===== src/hdl/tcirq_map.svh =====
// register offsets, field positions and reset values of the timer block
// assumes a 4-bit word address on the register port
`ifndef TCIRQ_MAP_SVH
`define TCIRQ_MAP_SVH

// register offsets
`define TCIRQ_OFF_RE      4'h0
`define TCIRQ_OFF_RF      4'h1
`define TCIRQ_OFF_MAIN_COUNTER_CONFIG    4'h2
`define TCIRQ_OFF_COMPARATOR_AUX_A_CONFIG   4'h3
`define TCIRQ_OFF_AUX_B_C_COUNTER_CONFIG   4'h4
`define TCIRQ_OFF_MSKE    4'h5
`define TCIRQ_OFF_MSKF    4'h6
`define TCIRQ_OFF_MAIN    4'h7
`define TCIRQ_OFF_AUXA    4'h8
`define TCIRQ_OFF_AUXB_LO 4'h9
`define TCIRQ_OFF_AUXB_HI 4'ha
`define TCIRQ_OFF_AUXC    4'hb

// conversion_comparator_irq_wake fields
`define TCIRQ_RE_CONV     5
`define TCIRQ_RE_CMP      4
`define TCIRQ_RE_CONV_WK  3
`define TCIRQ_RE_CMP_WK   2
`define TCIRQ_RE_PC_WK    1

// main_counter_config fields
`define TCIRQ_CT_EDGE     7
`define TCIRQ_CT_GIE      6
`define TCIRQ_CT_SRC      5
`define TCIRQ_CT_CEDGE    4
`define TCIRQ_CT_PSON     3

// comparator_aux_a_config and aux_b_c_counter_config fields
`define TCIRQ_C8_CMPR     5
`define TCIRQ_C9_BWIDE    7

// pin synchroniser lanes
`define TCIRQ_PIN_EXT     0
`define TCIRQ_PIN_MAIN    1
`define TCIRQ_PIN_A       2
`define TCIRQ_PIN_B       3
`define TCIRQ_PIN_C       4

// reset values
`define TCIRQ_MAIN_COUNTER_CONFIG_RST    8'h80
`define TCIRQ_REG_RST     8'h00

`endif


===== src/hdl/tcirq_pkg.sv =====
// types of the timer and interrupt flag block
// assumes nothing of its surroundings
package tcirq_pkg;

   typedef struct packed {
      logic [3:0] addr;
      logic [7:0] wdata;
      logic       wr;
      logic       rd;
   } tcirq_bus_req_t;

   typedef struct packed {
      logic [4:0]  s1;
      logic [4:0]  s2;
      logic [4:0]  s3;
      logic [7:0]  p5_prev;
      logic        cmp_prev;
      logic [7:0]  re;
      logic [7:0]  rf;
      logic [7:0]  main_counter_config;
      logic [7:0]  comparator_aux_a_config;
      logic [7:0]  aux_b_c_counter_config;
      logic [7:0]  mske;
      logic [7:0]  mskf;
      logic [7:0]  pre;
      logic [7:0]  tcc;
      logic [7:0]  ca;
      logic [15:0] cb;
      logic [7:0]  cc;
      logic [7:0]  rdata;
      logic        wake;
   } tcirq_state_t;

endpackage


===== src/hdl/tcirq_top.sv =====
// timer/counters, interrupt flags and wake enables of the core
// assumes one clock; the instruction clock equals i_ref_clk
//
// Chosen here: the plain strobed port and the register offsets.
`timescale 1ns/1ps
`include "tcirq_map.svh"

// What this block does
// - software clears timer flags, never sets
// - flag reads return flags AND mask
// - conversion and comparator flags set by hardware
// - wake only for enabled sources
// - pulse timer underflows set bits 7,6
// - aux overflows set bits 5,4,3
// - external pin edge sets flag bit 2
// - port change bit 1, main overflow bit 0
// - control bit 7 picks interrupt edge
// - global enable read-only, set/cleared by instructions
// - bit 5 picks internal or pin clock
// - bit 4 picks counted pin edge
// - prescaler 1:1 or 1:2 up to 1:256
// - main counter overflows every 256 counts
// - comparator result bit read-only
// - two-bit field selects comparator function
// - aux a run, source, edge bits
// - aux b eight or sixteen bits wide
// - aux b run, source, edge bits
// - aux c run, source, edge bits
module tcirq_top (
   // clock and reset
   input  wire logic                    i_ref_clk,
   input  wire logic                    i_reset_n,
   // register port
   input  wire tcirq_pkg::tcirq_bus_req_t i_bus,
   output logic [7:0]                   o_rdata,
   // pins
   input  wire logic                    i_ext_irq_pin,
   input  wire logic                    i_main_pin,
   input  wire logic                    i_aux_a_pin,
   input  wire logic                    i_aux_b_pin,
   input  wire logic                    i_aux_c_pin,
   input  wire logic [7:0]              i_port5,
   // analog and pulse timer events
   input  wire logic                    i_conv_done,
   input  wire logic                    i_cmp_out,
   input  wire logic                    i_low_pulse_uf,
   input  wire logic                    i_high_pulse_uf,
   // core instruction events
   input  wire logic                    i_irq_on_instr,
   input  wire logic                    i_irq_off_instr,
   input  wire logic                    i_irq_return_instr,
   input  wire logic                    i_irq_taken,
   // status and control out
   output logic                         o_wake,
   output logic                         o_irq_global_on,
   output logic [1:0]                   o_cmp_mode,
   output logic                         o_cmp_pin_drive,
   output logic                         o_main_pin_is_io
);
   import tcirq_pkg::*;

   tcirq_state_t q;
   tcirq_state_t d;

   logic [4:0]  rise;
   logic [4:0]  fall;
   logic        ext_evt;
   logic        main_in;
   logic [7:0]  pre_mask;
   logic        main_inc;
   logic        main_ovf;
   logic        a_inc;
   logic        a_ovf;
   logic        b_inc;
   logic        b_ovf;
   logic        c_inc;
   logic        c_ovf;
   logic        cmp_chg;
   logic        p5_chg;
   logic [7:0]  rf_set;
   logic [1:0]  re_set;
   logic [7:0]  re_raw;
   logic [7:0]  rd_val;
   logic        wr_re;
   logic        wr_rf;
   logic        wr_main_counter_config_only;

   // internal source ticks every cycle, pin source on chosen edge
   function automatic logic pin_tick(input logic src, input logic edge_sel,
                                     input logic r, input logic f);
      pin_tick = src ? (edge_sel ? f : r) : 1'b1;
   endfunction

   // edges seen on second and third stages
   assign rise = q.s2 & ~q.s3;
   assign fall = ~q.s2 & q.s3;

   // selected pin edge sets the flag
   assign ext_evt = q.main_counter_config[`TCIRQ_CT_EDGE] ? fall[`TCIRQ_PIN_EXT] : rise[`TCIRQ_PIN_EXT];

   assign main_in = pin_tick(q.main_counter_config[`TCIRQ_CT_SRC], q.main_counter_config[`TCIRQ_CT_CEDGE],
                             rise[`TCIRQ_PIN_MAIN], fall[`TCIRQ_PIN_MAIN]);

   // prescale ratio two to the code plus one
   assign pre_mask = 8'hff >> (3'h7 - q.main_counter_config[2:0]);
   assign main_inc = main_in && (!q.main_counter_config[`TCIRQ_CT_PSON] || ((q.pre & pre_mask) == pre_mask));

   assign main_ovf = main_inc && (q.tcc == 8'hff);

   assign a_inc = q.comparator_aux_a_config[2] && pin_tick(q.comparator_aux_a_config[1], q.comparator_aux_a_config[0],
                                         rise[`TCIRQ_PIN_A], fall[`TCIRQ_PIN_A]);
   assign a_ovf = a_inc && (q.ca == 8'hff);

   assign b_inc = q.aux_b_c_counter_config[6] && pin_tick(q.aux_b_c_counter_config[5], q.aux_b_c_counter_config[4],
                                         rise[`TCIRQ_PIN_B], fall[`TCIRQ_PIN_B]);
   // aux b wrap in either width
   assign b_ovf = b_inc && (q.aux_b_c_counter_config[`TCIRQ_C9_BWIDE] ? (q.cb == 16'hffff)
                                                   : (q.cb[7:0] == 8'hff));

   assign c_inc = q.aux_b_c_counter_config[2] && pin_tick(q.aux_b_c_counter_config[1], q.aux_b_c_counter_config[0],
                                         rise[`TCIRQ_PIN_C], fall[`TCIRQ_PIN_C]);
   assign c_ovf = c_inc && (q.cc == 8'hff);

   assign cmp_chg = i_cmp_out != q.cmp_prev;
   assign p5_chg  = i_port5 != q.p5_prev;

   assign rf_set = {i_low_pulse_uf, i_high_pulse_uf, c_ovf, b_ovf, a_ovf,
                    ext_evt, p5_chg, main_ovf};
   assign re_set = {i_conv_done, cmp_chg};

   assign re_raw = {2'b00, q.re[5:1], 1'b0};
   assign wr_re  = i_bus.wr && (i_bus.addr == `TCIRQ_OFF_RE);
   assign wr_rf  = i_bus.wr && (i_bus.addr == `TCIRQ_OFF_RF);
   // config write with no instruction event beside it
   assign wr_main_counter_config_only = i_bus.wr && (i_bus.addr == `TCIRQ_OFF_MAIN_COUNTER_CONFIG) && !i_irq_on_instr
                         && !i_irq_return_instr && !i_irq_off_instr && !i_irq_taken;

   // read mux, unmapped words read zero
   always_comb begin
      rd_val = 8'h00;
      case (i_bus.addr)
         `TCIRQ_OFF_RE:      rd_val = re_raw & q.mske;
         `TCIRQ_OFF_RF:      rd_val = q.rf & q.mskf;
         `TCIRQ_OFF_MAIN_COUNTER_CONFIG:    rd_val = q.main_counter_config;
         `TCIRQ_OFF_COMPARATOR_AUX_A_CONFIG:   rd_val = {2'b00, i_cmp_out, q.comparator_aux_a_config[4:0]};
         `TCIRQ_OFF_AUX_B_C_COUNTER_CONFIG:   rd_val = q.aux_b_c_counter_config;
         `TCIRQ_OFF_MSKE:    rd_val = q.mske;
         `TCIRQ_OFF_MSKF:    rd_val = q.mskf;
         `TCIRQ_OFF_MAIN:    rd_val = q.tcc;
         `TCIRQ_OFF_AUXA:    rd_val = q.ca;
         `TCIRQ_OFF_AUXB_LO: rd_val = q.cb[7:0];
         `TCIRQ_OFF_AUXB_HI: rd_val = q.cb[15:8];
         `TCIRQ_OFF_AUXC:    rd_val = q.cc;
         default:            rd_val = 8'h00;
      endcase
   end

   always_comb begin
      d = q;
      d.s1       = {i_aux_c_pin, i_aux_b_pin, i_aux_a_pin, i_main_pin, i_ext_irq_pin};
      d.s2       = q.s1;
      d.s3       = q.s2;
      d.p5_prev  = i_port5;
      d.cmp_prev = i_cmp_out;

      // prescaler counts source ticks; counters follow
      if (main_in) begin
         d.pre = q.pre + 8'h01;
      end
      if (main_inc) begin
         d.tcc = q.tcc + 8'h01;
      end
      if (a_inc) begin
         d.ca = q.ca + 8'h01;
      end
      // narrow mode holds the high byte
      if (b_inc) begin
         if (q.aux_b_c_counter_config[`TCIRQ_C9_BWIDE]) begin
            d.cb = q.cb + 16'h0001;
         end else begin
            d.cb = {q.cb[15:8], q.cb[7:0] + 8'h01};
         end
      end
      if (c_inc) begin
         d.cc = q.cc + 8'h01;
      end

      // writes only clear; a same-cycle event wins
      d.rf = (wr_rf ? (q.rf & i_bus.wdata) : q.rf) | rf_set;

      // flags in 5:4 clear-only, set wins
      d.re[5:4] = (wr_re ? (q.re[5:4] & i_bus.wdata[5:4]) : q.re[5:4]) | re_set;
      if (wr_re) begin
         d.re[3:1] = i_bus.wdata[3:1];
      end

      // global enable is not writable by software
      if (i_bus.wr && (i_bus.addr == `TCIRQ_OFF_MAIN_COUNTER_CONFIG)) begin
         d.main_counter_config = {i_bus.wdata[7], q.main_counter_config[`TCIRQ_CT_GIE], i_bus.wdata[5:0]};
         d.pre  = 8'h00;
      end
      if (i_irq_off_instr || i_irq_taken) begin
         d.main_counter_config[`TCIRQ_CT_GIE] = 1'b0;
      end else if (i_irq_on_instr || i_irq_return_instr) begin
         d.main_counter_config[`TCIRQ_CT_GIE] = 1'b1;
      end

      if (i_bus.wr && (i_bus.addr == `TCIRQ_OFF_COMPARATOR_AUX_A_CONFIG)) begin
         d.comparator_aux_a_config = {3'b000, i_bus.wdata[4:0]};
      end
      if (i_bus.wr && (i_bus.addr == `TCIRQ_OFF_AUX_B_C_COUNTER_CONFIG)) begin
         d.aux_b_c_counter_config = {i_bus.wdata[7:4], 1'b0, i_bus.wdata[2:0]};
      end
      if (i_bus.wr && (i_bus.addr == `TCIRQ_OFF_MSKE)) begin
         d.mske = i_bus.wdata;
      end
      if (i_bus.wr && (i_bus.addr == `TCIRQ_OFF_MSKF)) begin
         d.mskf = i_bus.wdata;
      end
      // counter loads override a same-cycle count
      if (i_bus.wr && (i_bus.addr == `TCIRQ_OFF_MAIN)) begin
         d.tcc = i_bus.wdata;
      end
      if (i_bus.wr && (i_bus.addr == `TCIRQ_OFF_AUXA)) begin
         d.ca = i_bus.wdata;
      end
      if (i_bus.wr && (i_bus.addr == `TCIRQ_OFF_AUXB_LO)) begin
         d.cb[7:0] = i_bus.wdata;
      end
      if (i_bus.wr && (i_bus.addr == `TCIRQ_OFF_AUXB_HI)) begin
         d.cb[15:8] = i_bus.wdata;
      end
      if (i_bus.wr && (i_bus.addr == `TCIRQ_OFF_AUXC)) begin
         d.cc = i_bus.wdata;
      end

      // read data stand one cycle only
      d.rdata = i_bus.rd ? rd_val : 8'h00;

      // pending flag gated by its wake enable
      d.wake = (q.re[`TCIRQ_RE_CONV] & q.re[`TCIRQ_RE_CONV_WK])
             | (q.re[`TCIRQ_RE_CMP] & q.re[`TCIRQ_RE_CMP_WK])
             | (q.rf[1] & q.re[`TCIRQ_RE_PC_WK]);
   end

   always_ff @(posedge i_ref_clk) begin
      if (!i_reset_n) begin
         q      <= '0;
         q.main_counter_config <= `TCIRQ_MAIN_COUNTER_CONFIG_RST;
      end else begin
         q <= d;
      end
   end

   assign o_rdata          = q.rdata;
   assign o_wake           = q.wake;
   assign o_irq_global_on  = q.main_counter_config[`TCIRQ_CT_GIE];
   // comparator function field to the analog side
   assign o_cmp_mode       = q.comparator_aux_a_config[4:3];
   assign o_cmp_pin_drive  = q.comparator_aux_a_config[4];
   // shared pin is plain I/O on internal clock
   assign o_main_pin_is_io = ~q.main_counter_config[`TCIRQ_CT_SRC];
endmodule


===== config.mk =====
export PLATFORM = sky130hd
export DESIGN_NAME = tcirq_top
export DESIGN_NICKNAME = d
export VERILOG_FILES = /design/src/hdl/tcirq_pkg.sv /design/src/hdl/tcirq_top.sv
export VERILOG_INCLUDE_DIRS = /design/src /design/src/hdl
export SDC_FILE = /design/constraint.sdc
export NUM_CORES = 1
export LEC_CHECK = 0
export BUFFER_PORTS_ARGS = -buffer_cell sky130_fd_sc_hd__buf_4
export CORE_UTILIZATION = 60
export CTS_CLUSTER_SIZE = 20
export DETAILED_ROUTE_END_ITERATION = 7
export PLACE_DENSITY = 0.86
export SYNTH_ARGS = -nofsm -noshare
export SYNTH_HDL_FRONTEND = slang
export SYNTH_SLANG_ARGS = --single-unit

===== constraint.sdc =====
create_clock -name i_ref_clk -period 3.2 [get_ports i_ref_clk]
set_input_delay 0.32 -clock i_ref_clk [delete_from_list [all_inputs] [get_ports i_ref_clk]]
set_output_delay 0.32 -clock i_ref_clk [all_outputs]
set_load 0.05 [all_outputs]

* Word-level counts from Yosys, hierarchy flattened
Index checks and enable logic that the tools add are counted.
** Operators by class
- Add/sub/neg operators :: 7
- $mul :: 0
- Div/mod/pow operators :: 0
- Order comparisons :: 0
- Eq/ne operators :: 19
- Shift-type cells :: 1
- Mux-type cells :: 24
- Bitwise gates (word level) :: 18
- Reductions and logical operators :: 35
** Operators with widths (number)
- $pmux 8 s12 :: 1
- $mux 8 :: 9
- $add 8x1->8 const B :: 5
- $eq 8x8->1 const B :: 4
- $mux 16 :: 2
- $and 8x8->8 :: 3
- $logic_and 1x1->1 :: 20
- $add 16x1->16 const B :: 1
- $eq 16x16->1 const B :: 1
- $eq 4x3->1 const B :: 4
- $eq 4x4->1 const B :: 4
- $reduce_bool 2->1 :: 6
- $mux 1 :: 11
- $and 5x5->5 :: 2
- $not 5->5 :: 2
- $and 6x8->8 :: 1
- $eq 4x2->1 const B :: 2
- $eq 8x8->1 :: 1
- $ne 8x8->1 :: 1
- $or 8x8->8 :: 1
- $shr 8x3->8 const A :: 1
- $eq 4x1->1 const B :: 1
- $logic_not 4->1 :: 1
- $reduce_and 2->1 :: 2
- other kinds (11) :: 18
** Storage, ports and cells
- Register bits :: 130
- Latch bits :: 0
- RAM bits :: 0
- Bits in read-only memories :: 0
- Logic and storage cells :: 126
- Memories :: 0

* Logic depth before layout (Yosys ltp)
- Word-level depth :: 8
- Depth in mapped cells :: 8

* Worst setup path after synthesis
No wires, ideal clock.
- Path kind :: input port to flip-flop
- Start :: input i_bus[12] (netlist name)
- End :: register q[64] (netlist name)
- Library setup time :: 128 ps
- Data arrival time :: 1652 ps
- Data required time :: 3072 ps
- Slack :: 1421 ps
- Cell stages on the path :: 7
- Buffers on the path :: 2
- Cells stage by stage :: buf_2 > nor2b_1 > buf_2 > nand2_1 > nor3_2 > mux2i_1 > nor2_1
** On the way
- Word-level cells in the longest chain between the ends :: 2
** Ends and longest elaborated chain
- from (decl) :: RTL line tcirq_top.sv:34 : input wire tcirq_pkg::tcirq_bus_req_t i_bus,
- $eq 4x3->1
- $logic_and 1x1->1 :: RTL line tcirq_top.sv:217 : if (i_bus.wr && (i_bus.addr == `TCIRQ_OFF_MSKF)) begin
- to (decl) :: RTL line tcirq_top.sv:62 : tcirq_state_t q;
No other way between the ends.
A chain may end at the register's enable or synchronous reset.

* Worst setup path after layout
- Start :: register q[51] (netlist name)
- End :: register q[46] (netlist name)
** On the way
- Word-level cells in the longest chain between the ends :: 5
** Ends and longest elaborated chain
- $and 8x8->8 :: RTL line tcirq_top.sv:106 : assign main_inc = main_in && (!q.main_counter_config[`TCIRQ_CT_PSON] || ((q.pre & pre_mask) == pre_mask));
- $eq 8x8->1 :: RTL line tcirq_top.sv:106
- $logic_or 1x1->1 :: RTL line tcirq_top.sv:106
- $logic_and 1x1->1 :: RTL line tcirq_top.sv:106
- $reduce_bool 2->1 (no line)
No other way between the ends.

==> results.sh <==
export IMPL_core_area_um2=10300
export IMPL_wl_per_cell_um=22.3
export IMPL_place_ws_ns=0.717
export IMPL_worstRegToRegCells=5
export IMPL_drive_gt1_frac=0.124
export IMPL_synthTopCellsByCount="130 x dfxtp_1, 71 x a21oi_1, 65 x nand2_1"
export IMPL_syn_avg_cell_area_um2=8.39
export IMPL_required_ns=3.65
export IMPL_io_buffers=50
export IMPL_relSlewSlack=0.466
export IMPL_seq_area_frac_synth=0.411
export IMPL_first_pass_iters=5
export IMPL_htreeDepth=4
export IMPL_worst_r2r_endpoint="q[46]$_SDFFE_PN0P_"
export IMPL_setup_slack_ns=1.01
export IMPL_critPathArrivalTime_ns=2.63
export IMPL_min_path_cells=3
export IMPL_crit_fanout=12
export IMPL_io_pins=51
export IMPL_cts_tree="done"
export IMPL_num_vias=6191
export IMPL_start_kind="flop"
export IMPL_hold_viol=0
export IMPL_ant_nets=0
export IMPL_drt_first_iter_violations=634
export IMPL_die_h_um=105
export IMPL_r2r_start="q[51]$_SDFFE_PP0P_"
export IMPL_yosys_register_bits=130
export IMPL_endpoint_kind="flop"
export IMPL_wl_um=20900
export IMPL_syn2layout_area_growth_pct=16.7
export IMPL_layout_filler_cells=782
export IMPL_path_class="reg -> reg"
export IMPL_synth_cell_type_count=62
export IMPL_path_cells="nor3b_2 -> a211oi_1 -> o41a_1 -> or3_1 -> a31oi_1"
export IMPL_grtUsageTotal=0.388
export IMPL_dp_cells=890
export IMPL_slowest_delay_ns=0.60
export IMPL_gp_congestion=0.954
export IMPL_worst_pin_slew_ns=0.800
export IMPL_fin_crit_ns=2.19
export IMPL_drc=0
export IMPL_antenna_found_initial=0
export IMPL_rsz0062_at_grt="no"
export IMPL_ys_warn_count=0
export IMPL_fp_dieW_um=105
export IMPL_cts_resized=0
export IMPL_reg2reg_slack_ns=1.01
export IMPL_cts_setup_buffers=0
export IMPL_synth_flop_cell="dfxtp_1"
export IMPL_slowest_stage="o41a_1"
export IMPL_hold_buffers=15
export IMPL_grt_pass1_vias=5971
export IMPL_n_antenna_cell=0
export IMPL_hold_end="q[103]$_SDFF_PN0_"
export IMPL_power_density_nw_per_um2=539
export IMPL_synth_edf_count=0
export IMPL_leakage_uw=0.00274
export IMPL_max_cap_violations=0
export IMPL_path_clk_slew_ns=0.06
export IMPL_stdcell_count=935
export IMPL_ir_drop_mv=0.513
export IMPL_fin_crit_sh=0.683
export IMPL_cts_sinks=130
export IMPL_synth_most_common_cell="dfxtp_1"
export IMPL_fin_skew_ns=0.00578
export IMPL_fin_nets=830
export IMPL_synth_cells=755
export IMPL_synthArstFlopShare=0
export IMPL_status="finished, final reports clean"
export IMPL_hp_class="in -> reg"
export IMPL_cts_buffers=17
export IMPL_critPathBufInv=0
export IMPL_yosys_area_top_type_share=0.411
export IMPL_die_area_um2=11000
export IMPL_start_util=0.616
export IMPL_fin_setup_tns_ns=0
export IMPL_fmaxAchievable_ghz=0.458
export IMPL_clk_path_buf_depth=2
export IMPL_gr_total_overflow=0
export IMPL_synth_nets=797
export IMPL_setup_violations=0
export IMPL_clk_latency_ns=0.54
export IMPL_root_buffer="clkbuf_8"
export IMPL_hold_start="i_high_pulse_uf"
export IMPL_hpwl_um=13400
export IMPL_grt_max_degree=62
export IMPL_drv_slew=0
export IMPL_synth_area_um2=6330
export IMPL_totalPowerFinal_uw=3980
export IMPL_yosys_area_top_type="dfxtp_1"
export IMPL_grt_pass1_wl_um=32000
export IMPL_synth_area_top_cells="dfxtp_1 41%, a21oi_1 5.6%, xor2_1 4.7%"
export IMPL_crit_family="compound AO/OA/AOI/OAI gates"
export IMPL_via_per_inst=6.62
export IMPL_rows=37
[power breakdown]
part           switching, uW  internal [uW]
clock network            746           1200
registers               50.5           1660
logic                    196            119
total                    993           2990
[worst reg2reg max path, delay by kind of cell, from the launching register on]
kind	cells	cell delay, ns
AOI/OAI and AO/OA	3	0.96
and+or+nand+nor	2	0.67
DFF	1	0.46
[worst max path at each step]
| stage | startpoint | end | slack, ns | depth (start not counted) |
|---|---|---|---|---|
| after global routing | q[51]$_SDFFE_PP0P_ | q[43]$_SDFFE_PN0P_ | 0.92 | 5 |
| final | q[51]$_SDFFE_PP0P_ | q[46]$_SDFFE_PN0P_ | 1.01 | 5 |
| after CTS | q[51]$_SDFFE_PP0P_ | q[43]$_SDFFE_PN0P_ | 1.11 | 5 |
| after global placement | i_bus[12] | q[61]$_SDFFE_PN0P_ | 0.80 | 7 |
| after detailed placement | i_bus[12] | q[71]$_SDFFE_PN0P_ | 0.72 | 6 |
| after floorplan | i_bus[12] | q[64]$_SDFFE_PN0P_ | 1.42 | 7 |
[logic make-up after synthesis]
| group | Yosys count | synth area share |
|---|---|---|
| DFF | 130 | 0.411 |
| and+or+nand+nor | 272 | 0.224 |
| xor gates and xnor gates | 45 | 0.0622 |
| adders and majority gates | 5 | 0.00988 |
| muxes | 28 | 0.0444 |
| AOI/OAI and AO/OA | 206 | 0.199 |
| buffers and inverters | 69 | 0.0494 |
[layout by cell type, fill, tap and decap left out, types with 6 or more instances in the layout]
cell type	count
and2_1	26
nor4_1	6
a31oi_1	15
nand2b_1	6
dlygate4sd3_1	15
nand2_1	65
nor2b_1	6
o22ai_1	6
clkbuf_16	16
nand4_1	20
a211oi_1	11
nand3_1	45
dfxtp_1	130
o21ai_0	59
a22oi_1	11
nor3_1	6
a21o_1	7
nor2_1	48
a21oi_1	71
inv_1	11
and3_1	12
xor2_1	34
nor3b_1	7
mux2i_1	27
buf_4	55
xnor2_1	11
[state kept, by name (all words and copies together) (netlist names)]
| register | count |
|---|---|
| d | 10 |
| o_wake | 1 |
| o_rdata | 8 |
| q | 108 |
| o_cmp_mode | 2 |
| o_irq_global_on | 1 |
[per-stage QoR]
stage	util	hold slack [ns]	instance area, um^2
after floorplan	-	0.397	6330
after global placement	0.647	0.414	6650
after detailed placement	0.647	0.426	6650
after CTS	0.719	0.00804	7390
after global routing	0.719	0.0358	7390
final	0.719	0.0258	7390
[per-layer routing]
layer,global-route usage,part of all wire
met5,0,0
met1,0.451,0.38
met2,0.651,0.48
met4,0.214,0.044
met3,0.100,0.097
[cell type report]
type,instances,area [um^2],area share
clock buffer,18,428,0.0579
clock inverter,12,159,0.0215
inverter,13,48.8,0.00660
multi-input combinational,556,3420,0.463
sequential,130,2600,0.352
tap,136,170,0.0230
timing repair buffer,70,563,0.0762
(Power assumes the default switching activity.)
